<file path="src/dmsd_pkg.sv">
// shared constants, operation codes and types for the multiplier/scaler datapath
`default_nettype none
package dmsd_pkg;

  ////////////////////////////////////////////////////////////////////////////
  // widths
  localparam int DMSD_WORD_W  = 16;
  localparam int DMSD_ACC_W   = 32;
  localparam int DMSD_IMM_W   = 13;
  localparam int DMSD_SHIFT_W = 5;

  ////////////////////////////////////////////////////////////////////////////
  // scaling and product shift figures
  localparam logic [4:0] DMSD_MAX_SCALE     = 5'h10;
  localparam int         DMSD_PSHIFT_LEFT1  = 1;
  localparam int         DMSD_PSHIFT_LEFT4  = 4;
  localparam int         DMSD_PSHIFT_RIGHT6 = 6;

  ////////////////////////////////////////////////////////////////////////////
  // product shift select encodings
  localparam logic [1:0] DMSD_PM_NONE   = 2'h0;
  localparam logic [1:0] DMSD_PM_LEFT1  = 2'h1;
  localparam logic [1:0] DMSD_PM_LEFT4  = 2'h2;
  localparam logic [1:0] DMSD_PM_RIGHT6 = 2'h3;

  ////////////////////////////////////////////////////////////////////////////
  // saturation limits
  localparam logic [31:0] DMSD_SAT_POS = 32'h7FFF_FFFF;
  localparam logic [31:0] DMSD_SAT_NEG = 32'h8000_0000;

  ////////////////////////////////////////////////////////////////////////////
  // field positions inside the two status words
  localparam int DMSD_ST0_OVM_POS = 11;
  localparam int DMSD_ST1_TC_POS  = 11;
  localparam int DMSD_ST1_SXM_POS = 10;
  localparam int DMSD_ST1_XF_POS  = 4;
  localparam int DMSD_ST1_PM_LSB  = 0;

  ////////////////////////////////////////////////////////////////////////////
  // reset values
  localparam logic       DMSD_OVM_RST = 1'b0;
  localparam logic [1:0] DMSD_PM_RST  = 2'h0;
  localparam logic       DMSD_SXM_RST = 1'b1;
  localparam logic       DMSD_TC_RST  = 1'b0;
  localparam logic       DMSD_XF_RST  = 1'b1;

  ////////////////////////////////////////////////////////////////////////////
  // operations issued by instruction decode
  typedef enum logic [4:0] {
    DMSD_OP_NOP        = 5'h00,
    DMSD_OP_LOAD_OPND  = 5'h01,
    DMSD_OP_LOAD_PROD  = 5'h02,
    DMSD_OP_LOAD_ADD   = 5'h03,
    DMSD_OP_LOAD_SUB   = 5'h04,
    DMSD_OP_LOAD_MOVE  = 5'h05,
    DMSD_OP_MPY        = 5'h06,
    DMSD_OP_MPY_IMM    = 5'h07,
    DMSD_OP_UNSIGNED_MULTIPLY_OP       = 5'h08,
    DMSD_OP_MAC        = 5'h09,
    DMSD_OP_MAC_MOVE   = 5'h0A,
    DMSD_OP_SQR_ADD    = 5'h0B,
    DMSD_OP_SQR_SUB    = 5'h0C,
    DMSD_OP_STORE_HI   = 5'h0D,
    DMSD_OP_STORE_LO   = 5'h0E,
    DMSD_OP_LOAD_PHI   = 5'h0F,
    DMSD_OP_SET_PM     = 5'h10,
    DMSD_OP_LOAD_ST0   = 5'h11,
    DMSD_OP_LOAD_ST1   = 5'h12,
    DMSD_OP_SET_BIT    = 5'h13,
    DMSD_OP_CLR_BIT    = 5'h14,
    DMSD_OP_BIT_TEST   = 5'h15,
    DMSD_OP_BIT_DYN    = 5'h16,
    DMSD_OP_AUX_CMP    = 5'h17,
    DMSD_OP_NORMALISE_OP       = 5'h18,
    DMSD_OP_ADD_SHIFT  = 5'h19,
    DMSD_OP_SUB_SHIFT  = 5'h1A,
    DMSD_OP_LOAD_SHIFT = 5'h1B,
    DMSD_OP_ADD_DYN    = 5'h1C,
    DMSD_OP_ADD_NOSX   = 5'h1D
  } dmsd_op_t;

  // control bit chosen by set/clear operations
  typedef enum logic [1:0] {
    DMSD_CTL_OVM = 2'h0,
    DMSD_CTL_SXM = 2'h1,
    DMSD_CTL_TC  = 2'h2,
    DMSD_CTL_XF  = 2'h3
  } dmsd_ctl_t;

  // multiplier sequencing, one-hot
  typedef enum logic [1:0] {
    DMSD_MUL_IDLE = 2'b01,
    DMSD_MUL_IMM  = 2'b10
  } dmsd_mul_state_t;

endpackage : dmsd_pkg
`default_nettype wire

</file>
<file path="src/dmsd_shift_if.sv">
// interface between the datapath core and its two shifters
`timescale 1ns/1ps
`default_nettype none
interface dmsd_shift_if;
  logic [15:0] data_word;
  logic [4:0]  shift_count;
  logic        sign_extend;
  logic [31:0] scaled_word;
  logic [31:0] product;
  logic [1:0]  product_mode;
  logic [31:0] shifted_product;

  modport shifter (
    input  data_word, shift_count, sign_extend, product, product_mode,
    output scaled_word, shifted_product
  );
  modport core (
    output data_word, shift_count, sign_extend, product, product_mode,
    input  scaled_word, shifted_product
  );
endinterface : dmsd_shift_if
`default_nettype wire

</file>
<file path="src/dmsd_shifters.sv">
// combinational input scaling shifter and product shifter
`timescale 1ns/1ps
`default_nettype none
module dmsd_shifters
  import dmsd_pkg::*;
(
  // link to the datapath core
  dmsd_shift_if.shifter sh
);

  ////////////////////////////////////////////////////////////////////////////
  // input scaling shifter
  wire        fill_bit;
  wire [31:0] widened;
  wire [4:0]  count;

  assign fill_bit = sh.sign_extend & sh.data_word[15];
  assign widened  = {{16{fill_bit}}, sh.data_word};
  // counts above sixteen are clipped rather than wrapped
  assign count    = (sh.shift_count > DMSD_MAX_SCALE) ? DMSD_MAX_SCALE : sh.shift_count;
  assign sh.scaled_word = widened << count;

  ////////////////////////////////////////////////////////////////////////////
  // product shifter, only on the path out of the product register
  wire [31:0] prod_left1;
  wire [31:0] prod_left4;
  wire [31:0] prod_right6;

  assign prod_left1  = sh.product << DMSD_PSHIFT_LEFT1;
  assign prod_left4  = sh.product << DMSD_PSHIFT_LEFT4;
  assign prod_right6 = 32'($signed(sh.product) >>> DMSD_PSHIFT_RIGHT6);

  assign sh.shifted_product =
    (sh.product_mode == DMSD_PM_LEFT1)  ? prod_left1  :
    (sh.product_mode == DMSD_PM_LEFT4)  ? prod_left4  :
    (sh.product_mode == DMSD_PM_RIGHT6) ? prod_right6 :
                                          sh.product;

endmodule : dmsd_shifters
`default_nettype wire

</file>
<file path="src/dmsd_datapath.sv">
// multiplier, product register, accumulator update and status mode bits
`timescale 1ns/1ps
`default_nettype none
// Overview of operation
// - saturate mode 0 lets overflow wrap; 1 clamps accumulator to extreme value
// - product shift select 00 passes the product unshifted
// - select 01 shifts product left one, zero into the lsb
// - select 10 shifts product left four, zeros into low bits
// - select 11 shifts product right six with sign extension
// - shift acts only on the way out; stored product unchanged
// - reset clears product shift select; set-mode and status load write it
// - sign extend mode 1 extends scaled data, 0 suppresses; reset sets it
// - add without sign extension never extends its operand
// - general output flag drives the pin; set/clear update; reset sets it
// - scaling shifter maps 16 bits to 32 bits with no extra cycle
// - scaling shifts left 0 to 16, zero low fill, high per sign mode
// - shift count from instruction constant or operand register
// - 16x16 product in one cycle, signed except the unsigned multiply
// - multiply by 13-bit immediate yields a product every two cycles
// - operand load runs alongside load/add/subtract/move on previous product
// - multiply-accumulate takes program and data operands; coefficient address steps
// - move variants pulse the sample move strobe on every issue, repeating or not
// - square operations feed the same value to both multiplier inputs
// - product stores and alu moves go through shifter; multiply by zero clears
// - saturation values are 7FFFFFFF positive and 80000000 negative
module dmsd_datapath
  import dmsd_pkg::*;
(
  // clock and reset
  input  wire logic        clk,
  input  wire logic        rst_b,
  // operation issue from instruction decode
  input  wire logic        op_valid,
  input  wire dmsd_op_t    op,
  input  wire dmsd_ctl_t   control_sel,
  // operands from the buses and the instruction word
  input  wire logic [15:0] data_word,
  input  wire logic [15:0] prog_word,
  input  wire logic [12:0] imm_word,
  input  wire logic [4:0]  shift_const,
  input  wire logic [3:0]  bit_index,
  input  wire logic [1:0]  pm_field,
  input  wire logic [15:0] status_zero_in,
  input  wire logic [15:0] status_one_in,
  // sequencing context
  input  wire logic        aux_compare_true,
  input  wire logic        repeat_active,
  input  wire logic [15:0] coef_start_addr,
  // datapath state
  output logic      [31:0] accumulator,
  output logic      [31:0] product_register,
  output logic      [15:0] multiplier_operand_register,
  output logic             overflow_event,
  // mode and flag bits
  output logic             overflow_saturate_mode,
  output logic      [1:0]  product_shift_select,
  output logic             sign_extend_mode,
  output logic             test_flag,
  output logic             general_output_flag_pin,
  // memory side strobes and immediate multiply busy flag
  output logic      [15:0] store_word,
  output logic             store_valid,
  output logic             data_move_strobe,
  output logic      [15:0] coef_addr,
  output logic             mult_busy
);

  ////////////////////////////////////////////////////////////////////////////
  // shifters
  dmsd_shift_if sh ();

  dmsd_shifters dmsd_shifters_inst (
    .sh (sh.shifter)
  );

  ////////////////////////////////////////////////////////////////////////////
  // issue and decode
  dmsd_mul_state_t mul_state;
  dmsd_mul_state_t next_mul_state;
  logic [15:0]     imm_hold;

  wire take;
  wire is_mac;
  wire is_sqr;
  wire is_mpy;
  wire loads_operand;
  wire uses_multiplier_operand_register_shift;
  wire uses_product;
  wire alu_sub;
  wire alu_load;
  wire acc_write;

  // the core must not issue while the immediate multiply finishes
  assign take = op_valid & (mul_state == DMSD_MUL_IDLE);

  assign is_mac = (op == DMSD_OP_MAC) | (op == DMSD_OP_MAC_MOVE);
  assign is_sqr = (op == DMSD_OP_SQR_ADD) | (op == DMSD_OP_SQR_SUB);
  assign is_mpy = (op == DMSD_OP_MPY) | (op == DMSD_OP_UNSIGNED_MULTIPLY_OP) | is_mac | is_sqr;

  // operand loads; all but the plain operand load overlap an alu step on the previous product
  assign loads_operand = (op == DMSD_OP_LOAD_OPND) | (op == DMSD_OP_LOAD_PROD)
                       | (op == DMSD_OP_LOAD_ADD) | (op == DMSD_OP_LOAD_SUB)
                       | (op == DMSD_OP_LOAD_MOVE) | is_mac | is_sqr;

  assign uses_multiplier_operand_register_shift = (op == DMSD_OP_ADD_DYN);
  assign uses_product = (op == DMSD_OP_LOAD_PROD) | (op == DMSD_OP_LOAD_ADD)
                      | (op == DMSD_OP_LOAD_SUB) | (op == DMSD_OP_LOAD_MOVE)
                      | is_mac | is_sqr;
  assign alu_sub  = (op == DMSD_OP_LOAD_SUB) | (op == DMSD_OP_SQR_SUB)
                  | (op == DMSD_OP_SUB_SHIFT);
  assign alu_load = (op == DMSD_OP_LOAD_PROD) | (op == DMSD_OP_LOAD_SHIFT);
  assign acc_write = take & (uses_product | alu_load | (op == DMSD_OP_ADD_SHIFT)
                   | (op == DMSD_OP_SUB_SHIFT) | (op == DMSD_OP_ADD_DYN)
                   | (op == DMSD_OP_ADD_NOSX));

  ////////////////////////////////////////////////////////////////////////////
  // shifter inputs
  assign sh.data_word    = data_word;
  assign sh.shift_count  = uses_multiplier_operand_register_shift ? {1'b0, multiplier_operand_register[3:0]}
                                           : shift_const;
  // the add without extension ignores the mode bit entirely
  assign sh.sign_extend  = sign_extend_mode & (op != DMSD_OP_ADD_NOSX);
  assign sh.product      = product_register;
  assign sh.product_mode = product_shift_select;

  ////////////////////////////////////////////////////////////////////////////
  // multiplier
  wire [15:0] mul_a;
  wire [15:0] mul_b;
  wire [31:0] prod_signed;
  wire [31:0] prod_unsigned;
  wire [31:0] prod_new;
  wire [15:0] imm_ext;

  assign imm_ext = {{3{imm_word[12]}}, imm_word};
  // squaring routes the data word to both inputs
  assign mul_a = (is_sqr && mul_state == DMSD_MUL_IDLE) ? data_word
                 : multiplier_operand_register;
  assign mul_b = (mul_state == DMSD_MUL_IMM) ? imm_hold :
                 is_mac                      ? prog_word :
                                               data_word;

  assign prod_signed   = 32'($signed(mul_a) * $signed(mul_b));
  assign prod_unsigned = 32'(mul_a * mul_b);
  assign prod_new = ((op == DMSD_OP_UNSIGNED_MULTIPLY_OP) && (mul_state == DMSD_MUL_IDLE))
                  ? prod_unsigned : prod_signed;

  ////////////////////////////////////////////////////////////////////////////
  // accumulator path with saturation
  wire [31:0] alu_b;
  wire [32:0] acc_wide;
  wire [32:0] b_wide;
  wire [32:0] sum_wide;
  wire        sum_ovf;
  wire [31:0] sat_value;
  wire [31:0] next_acc;

  assign alu_b    = uses_product ? sh.shifted_product : sh.scaled_word;
  assign acc_wide = {accumulator[31], accumulator};
  assign b_wide   = {alu_b[31], alu_b};
  assign sum_wide = alu_sub ? (acc_wide - b_wide) : (acc_wide + b_wide);
  assign sum_ovf  = sum_wide[32] ^ sum_wide[31];

  // the extra sign bit tells which way the result ran off
  assign sat_value = !(overflow_saturate_mode && sum_ovf) ? sum_wide[31:0] :
                     sum_wide[32] ? DMSD_SAT_NEG : DMSD_SAT_POS;
  assign next_acc  = alu_load ? alu_b : sat_value;

  ////////////////////////////////////////////////////////////////////////////
  // immediate multiply sequencing
  always_comb begin
    case (mul_state)
      DMSD_MUL_IDLE: begin
        next_mul_state = (take && op == DMSD_OP_MPY_IMM) ? DMSD_MUL_IMM : DMSD_MUL_IDLE;
      end
      DMSD_MUL_IMM: begin
        next_mul_state = DMSD_MUL_IDLE;
      end
      default: begin
        next_mul_state = DMSD_MUL_IDLE;
      end
    endcase
  end

  always_ff @(posedge clk) begin
    if (!rst_b) begin
      mul_state <= DMSD_MUL_IDLE;
      imm_hold  <= 16'h0000;
      mult_busy <= 1'b0;
    end else begin
      mul_state <= next_mul_state;
      mult_busy <= (next_mul_state == DMSD_MUL_IMM);
      if (take && op == DMSD_OP_MPY_IMM) begin
        imm_hold <= imm_ext;
      end
    end
  end

  ////////////////////////////////////////////////////////////////////////////
  // product and operand registers
  wire [31:0] next_product;
  wire [15:0] next_operand;

  // an immediate zero gives an all-zero product, which is how software clears it
  assign next_product =
    (mul_state == DMSD_MUL_IMM)      ? prod_signed :
    (take && is_mpy)                 ? prod_new :
    (take && op == DMSD_OP_LOAD_PHI) ? {data_word, product_register[15:0]} :
                                       product_register;
  assign next_operand = (take && loads_operand) ? data_word
                                                : multiplier_operand_register;

  always_ff @(posedge clk) begin
    if (!rst_b) begin
      product_register            <= 32'h0000_0000;
      multiplier_operand_register <= 16'h0000;
    end else begin
      product_register            <= next_product;
      multiplier_operand_register <= next_operand;
    end
  end

  always_ff @(posedge clk) begin
    if (!rst_b) begin
      accumulator    <= 32'h0000_0000;
      overflow_event <= 1'b0;
    end else begin
      overflow_event <= acc_write & ~alu_load & sum_ovf;
      if (acc_write) begin
        accumulator <= next_acc;
      end
    end
  end

  ////////////////////////////////////////////////////////////////////////////
  // mode and flag bits
  wire set_op;
  wire clr_op;
  wire ctl_write;
  wire bit_dyn_hit;
  wire bit_fix_hit;
  wire next_ovm;
  wire next_sxm;
  wire next_xf;
  wire next_tc;
  wire [1:0] next_pm;

  assign set_op    = take & (op == DMSD_OP_SET_BIT);
  assign clr_op    = take & (op == DMSD_OP_CLR_BIT);
  assign ctl_write = set_op | clr_op;

  assign bit_dyn_hit = data_word[4'hF - multiplier_operand_register[3:0]];
  assign bit_fix_hit = data_word[4'hF - bit_index];

  assign next_ovm =
    (ctl_write && control_sel == DMSD_CTL_OVM) ? set_op :
    (take && op == DMSD_OP_LOAD_ST0) ? status_zero_in[DMSD_ST0_OVM_POS] :
                                       overflow_saturate_mode;
  assign next_sxm =
    (ctl_write && control_sel == DMSD_CTL_SXM) ? set_op :
    (take && op == DMSD_OP_LOAD_ST1) ? status_one_in[DMSD_ST1_SXM_POS] :
                                       sign_extend_mode;
  assign next_xf =
    (ctl_write && control_sel == DMSD_CTL_XF) ? set_op
                                              : general_output_flag_pin;
  assign next_pm =
    (take && op == DMSD_OP_SET_PM)   ? pm_field :
    (take && op == DMSD_OP_LOAD_ST1) ? status_one_in[DMSD_ST1_PM_LSB +: 2] :
                                       product_shift_select;
  assign next_tc =
    !take                                  ? test_flag :
    (op == DMSD_OP_BIT_DYN)                ? bit_dyn_hit :
    (op == DMSD_OP_BIT_TEST)               ? bit_fix_hit :
    (op == DMSD_OP_AUX_CMP)                ? aux_compare_true :
    (op == DMSD_OP_NORMALISE_OP)                   ? (accumulator[31] ^ accumulator[30]) :
    (op == DMSD_OP_LOAD_ST1)               ? status_one_in[DMSD_ST1_TC_POS] :
    (ctl_write && control_sel == DMSD_CTL_TC) ? set_op :
                                             test_flag;

  always_ff @(posedge clk) begin
    if (!rst_b) begin
      overflow_saturate_mode  <= DMSD_OVM_RST;
      product_shift_select    <= DMSD_PM_RST;
      sign_extend_mode        <= DMSD_SXM_RST;
      test_flag               <= DMSD_TC_RST;
      general_output_flag_pin <= DMSD_XF_RST;
    end else begin
      overflow_saturate_mode  <= next_ovm;
      product_shift_select    <= next_pm;
      sign_extend_mode        <= next_sxm;
      test_flag               <= next_tc;
      general_output_flag_pin <= next_xf;
    end
  end

  ////////////////////////////////////////////////////////////////////////////
  // product stores, sample moves and coefficient stepping
  wire store_op;
  wire move_op;
  wire mac_take;

  assign store_op = take & ((op == DMSD_OP_STORE_HI) | (op == DMSD_OP_STORE_LO));
  // the core only pulses the move strobe; the memory side copies the sample one location up
  assign move_op  = take & ((op == DMSD_OP_LOAD_MOVE) | (op == DMSD_OP_MAC_MOVE));
  assign mac_take = take & is_mac;

  always_ff @(posedge clk) begin
    if (!rst_b) begin
      store_word       <= 16'h0000;
      store_valid      <= 1'b0;
      data_move_strobe <= 1'b0;
      coef_addr        <= 16'h0000;
    end else begin
      store_valid      <= store_op;
      data_move_strobe <= move_op;
      if (store_op) begin
        // saved halves carry the shift, so restore needs shift select at zero
        store_word <= (op == DMSD_OP_STORE_HI) ? sh.shifted_product[31:16]
                                               : sh.shifted_product[15:0];
      end
      if (mac_take) begin
        coef_addr <= repeat_active ? 16'(coef_addr + 16'h0001)
                                   : coef_start_addr;
      end
    end
  end

endmodule : dmsd_datapath
`default_nettype wire

</file>
<file path="config.mk">
export PLATFORM = sky130hd
export DESIGN_NAME = dmsd_datapath
export DESIGN_NICKNAME = d
export VERILOG_FILES = /design/src/dmsd_pkg.sv /design/src/dmsd_shift_if.sv /design/src/dmsd_shifters.sv /design/src/dmsd_datapath.sv
export SDC_FILE = /design/constraint.sdc
export NUM_CORES = 2
export LEC_CHECK = 0
export ABC_AREA = 1
export ABC_CLOCK_PERIOD_IN_PS = 7400
export BUFFER_PORTS_ARGS = -buffer_cell sky130_fd_sc_hd__buf_2
export CELL_PAD_IN_SITES_DETAIL_PLACEMENT = 1
export CELL_PAD_IN_SITES_GLOBAL_PLACEMENT = 1
export CORE_MARGIN = 4
export CORE_UTILIZATION = 41
export DETAILED_ROUTE_END_ITERATION = 6
export PLACE_DENSITY_LB_ADDON = 0.1
export SLEW_MARGIN = 40
export SYNTH_ARGS = -nofsm -noshare
export SYNTH_HDL_FRONTEND = slang
export SYNTH_SLANG_ARGS = --single-unit
</file>
<file path="constraint.sdc">
create_clock -name clk -period 7.4 [get_ports clk]
set_input_delay 0.37 -clock clk [delete_from_list [all_inputs] [get_ports clk]]
set_output_delay 0.37 -clock clk [all_outputs]
set_load 0.03 [all_outputs]
</file>
After elaboration in Yosys (flattened, before gate mapping)
Cells that the tools add are included.
W data, S select, Z words.
{ "word_totals": {"ff_bits": 137, "in_bits": 116, "out_inout_bits": 122} }
{ "op_classes": {"n_addsub": 5, "multipliers": 2, "order_cmp": 3, "n_eq_ne": 39, "n_shift": 1, "mux": 37, "bitwise_logic": 41, "n_reduce_logical": 22} }
{ "op_table": {"columns": ["op", "count"], "rows": [
  ["$mux W32", 10],
  ["$mux W16", 5],
  ["$eq A5 B5 Y1 const B", 14],
  ["$mul A16 B16 Y32", 2],
  ["$eq A5 B4 Y1 const B", 8],
  ["$add A32 B32 Y33", 1],
  ["$mux W33", 1],
  ["$sub A32 B32 Y33", 1],
  ["$shl A32 B5 Y32", 1],
  ["$mux W31", 1],
  ["$or A1 B1 Y1", 27],
  ["$eq A5 B3 Y1 const B", 4],
  ["$add A16 B1 Y16 const B", 1],
  ["$logic_and A1 B1 Y1", 14],
  ["$eq A2 B2 Y1 const B", 6],
  ["$mux W1", 12],
  ["$and A1 B1 Y1", 11],
  ["$eq A5 B2 Y1 const B", 2],
  ["$lt A4 B5 Y1 const B", 2],
  ["$mux W5", 2],
  ["$bmux W1 S4", 2],
  ["$mux W2", 4],
  ["$reduce_bool A2 Y1", 4],
  ["$sub A4 B4 Y4 const A", 2],
  ["other kinds (10)", 13]
]} }

Longest topological paths before layout
{ "depth": {"depth_word": 14, "depth_mapped": 45, "mapped_depth_nobuf": 43} }

By module
From an unflattened synthesis, not the netlist that was laid out.
{ "hier_totals": {"hier_cells": 3827, "hier_area_um2": 26704.4} }
{ "modules_own_cells": {"columns": ["module", "instances", "cells_each", "area_per_inst_um2"], "rows": [
  ["dmsd_datapath", 1, 3395, 24755.0],
  ["dmsd_shifters", 1, 432, 1949.4]
]} }

Least setup slack after synthesis
Ideal clock, no wire load.
{ "synth_path": {"path_type": "register to register", "from": "reg mult_busy (netlist name)", "to": "reg product_register[29]", "setup_time_ns": 0.074, "t_arrival_ns": 7.248, "required_ns": 7.326, "setup_slack_ns": 0.078, "stages_incl_launch_ff": 37, "path_buffers": 1, "synth_period_minus_slack_ns": 7.322, "path_cell_list": "dfxtp_1 > inv_1 > nor2_1 > inv_1 > clkbuf_1 > o21ai_1 > clkinv_1 > nand2_1 > fa_1 > fa_1 > inv_1 > fa_1 > inv_1 > fa_1 > inv_1 > fa_1 > inv_1 > fa_1 > inv_1 > ha_1 > a21oi_1 > inv_1 > a21oi_1 > inv_1 > a21oi_1 > inv_1 > a31oi_1 > o21ai_0 > nand3_1 > nand2_1 > a21oi_1 > o21ai_0 > xnor2_1 > nand2_1 > nand2_1 > o21bai_1 > a31oi_1"} }
{ "synth_lines": {"columns": ["item", "line_no", "text"], "rows": [
  ["end signal, assigned", "dmsd_datapath.sv:218", "product_register <= next_product;"],
  ["end, declared", "dmsd_datapath.sv:51", "output logic [31:0] product_register,"]
]} }

==> impl_metrics.toml <==
[power]
power.total_mw = 8.89
switching_share_pct = 51.1
power.leakage_nw = 16.6
p_int_mw = 4.34
power_density_mw_per_mm2 = 278
combPwrFrac_pct = 80.0
seq_power_share_pct = 9.5
pwr-share-clk_pct = 10.5
ir_drop_mv = 0.224
p_sw_mw = 4.54

[place]
place_ws_ns = -0.578
portBuffers = 210
dpl.hpwl_mm = 93.1
place.gp.congestion = 0.940

[route]
route.vias.total = 26900
drc = 0
first_pass_iters = 7
ant_nets = 0
wl_mm = 110
drtIter0Drc = 1908
viasPerCell = 5.32
post_drt_wl_per_cell_um = 21.7

[yosys]
synth_cell_type_count = 57
synth.most_common_cell = "nand2_1"
synthArstFlopShare_pct = 0
yosys-top-cells-area = "fa_1, nand2_1, inv_1, dfxtp_1, ha_1"
synth_seq_cells = 136
synth_area_per_cell_um2 = 7.11
ys_top_cells_by_count = "nand2_1, inv_1, fa_1"
synth_largest_area_cell = "fa_1"
synth.top_cell.area_share_pct = 28.1
ys.flop_type = "dfxtp_1"
seq_area_frac_synth_pct = 10.4
synth_area_mm2 = 0.0262
ys_warn_count = 0
synth_cells = 3680
synth-edff-count = 0
syn-num-nets = 4349

[clocking]
clockRootBuffer = "clkbuf_16"
holdBufCountCts = 0
ctsHtreeMaxLevel = 4
cts_buffers = 17
clk_path_buf_depth = 2
cts_sinks = 136
cts_tree = "built"
worstSkewPairLatency_ns = 0.51
clk_pin_slew_worst_paths_ns = 0.08

[global_routing]
antenna_found_initial = 7
grt_max_degree = 63
first_global_vias = 27700
grt_util_all_layers_pct = 32.3
grt_pass1_wl_mm = 167
overflow = 0

[worst_setup_path]
worst_path_largest_cell_delay_ns = 0.61
crit_path_start_kind = "register"
startpoint = "mult_busy"
endpoint = "product_register[29]"
r2r_end = "product_register[29]"
crit_top_cell = "fa_1"
r2r-start = "mult_busy"
arrival_ns = 7.47
reg2reg_depth = 37
setup.worst_path.end_class = "register"
rrSetupSlack_ns = 0.35
cpMaxStageDelayCell = "fa_1"
crit_type = "register to register"
required_ns = 7.83
crit_fanout = 18

[sta]
setup_viol = 0
postLayoutSetupSlackWorst_ns = 0.354
fmax_ghz = 0.142
slew_headroom_pct = 45.8
tightestPinTransition_ns = 0.813
fin_crit_ns = 7.05
fin_setup_tns_ns = 0
period_share_pct = 95.2
hold_violations = 0
skew_ns = 0.0135
maxSlewViolCount = 0

[floorplan]
die_h_um = 261
core_mm2 = 0.0631
start_util_pct = 41.5
rows = 92
ios = 238
die_area_mm2 = 0.0679
dieWidth_um = 261

[flow_run]
maxCapViolations = 0

[final_layout]
nNetsFinal = 4858
fillers = 8249
syn2layout_area_growth_pct = 22.2
drive_above_1_share_pct = 18.9

[min_path]
hp-class = "input port to register"
min_path_cells = 3

[outcome]
outcome = "complete, no violations"
==> registers in the layout, indices dropped and copies added, names as in the netlist <==
signal and flops:
overflow_event 1, store_valid 1, coef_addr 16, data_move_strobe 1
mul_state 1, overflow_saturate_mode 1, product_register 32, multiplier_operand_register 16
sign_extend_mode 1, product_shift_select 2, accumulator 32, imm_hold 13
store_word 16, general_output_flag_pin 1, mult_busy 1, test_flag 1
==> metal layers <==
| metal | routed length (µm) | track usage, % | vias up |
|---|---|---|---|
| li1 | - | - | 12600 |
| met1 | 48300 | 44.2 | 13300 |
| met2 | 50900 | 52.9 | 798 |
| met3 | 6420 | 4.22 | 158 |
| met4 | 4200 | 11.1 | 2 |
| met5 | 13 | 0 | - |
==> kinds of logic (layout without fill, tap and decap cells) <==
group / count (synthesis) / in the layout / synth area share (%)
other cells: 0 / 6 / 0
compound gates: 687 / 687 / 15.1
flops: 136 / 136 / 10.4
buf+inv: 886 / 1408 / 13.0
xor+xnor: 117 / 117 / 3.92
fa+ha+maj: 553 / 553 / 37.0
simple gates: 1301 / 1301 / 20.6
==> power groups by stage <==
stage               Combinational (mW)  Sequential (mW)  Clock, mW
floorplan                         3.87            0.919          0
global placement                  6.64            0.854          0
detailed placement                6.79            0.855          0
CTS                               6.84            0.838      0.961
global route                      7.91            0.843      0.982
finish                            7.11            0.840      0.936
==> metrics by stage <==
stage               util, %  std cells  instance area (µm²)  hold WS [ns]
finish                 50.7       5054                32000        0.0847
global route           50.7       5052                32000        0.0893
CTS                    50.0       5036                31500        0.0605
detailed placement     49.0       5002                30900         0.456
global placement       49.0       5002                30900         0.451
floorplan                 -       3680                26200         0.425
==> repair_timing <==
action	CTS	global route
setup endpoints to repair	9	12
cloned	0	1
pin swaps	0	30
hold endpoints to repair	0	0
gates resized for setup	11	101
setup buffers	2	11
==> area by class of cell <==
class | instances | area, µm² | area share, %
diodes | 6 | 15.0 | 0.0470
clock buffers | 18 | 429 | 1.34
clock inverters | 14 | 154 | 0.482
inverters | 754 | 2850 | 8.91
multi-input cells | 2658 | 20300 | 63.6
flip-flops and latches | 136 | 2730 | 8.53
well taps | 846 | 1060 | 3.31
repair buffers | 622 | 4410 | 13.8
==> layout by cell type, fill, tap and decap left out, types with 157 or more instances in the layout <==
cell type  synthesis  routed
a21oi_1          226     213
buf_2             10     210
buf_4              4     386
fa_1             367     366
ha_1             186     179
inv_1            730     722
nand2_1          750     742
nand3_1          158     157
nor2_1           298     285
o21ai_0          254     231
==> how the worst min path moves through the flow <==
stage / startpoint / endpoint / slack [ns]
floorplan: imm_hold[7] / imm_hold[7] / 0.42
global placement: store_word[3] / store_word[3] / 0.45
detailed placement: store_word[2] / store_word[2] / 0.46
CTS: imm_word[8] / imm_hold[8] / 0.06
global route: imm_word[9] / imm_hold[9] / 0.09
finish: imm_word[0] / imm_hold[0] / 0.08
==> worst max-delay path: cells and delay by family (launching register included) <==
| kind | cells | cell delay (ns) |
|---|---|---|
| fa+ha+maj | 7 | 3.38 |
| compound gates | 11 | 1.33 |
| buf+inv | 12 | 1.27 |
| simple gates | 6 | 0.47 |
| flops | 1 | 0.37 |
| xor+xnor | 1 | 0.14 |
Power figures use the tool's default switching activity.
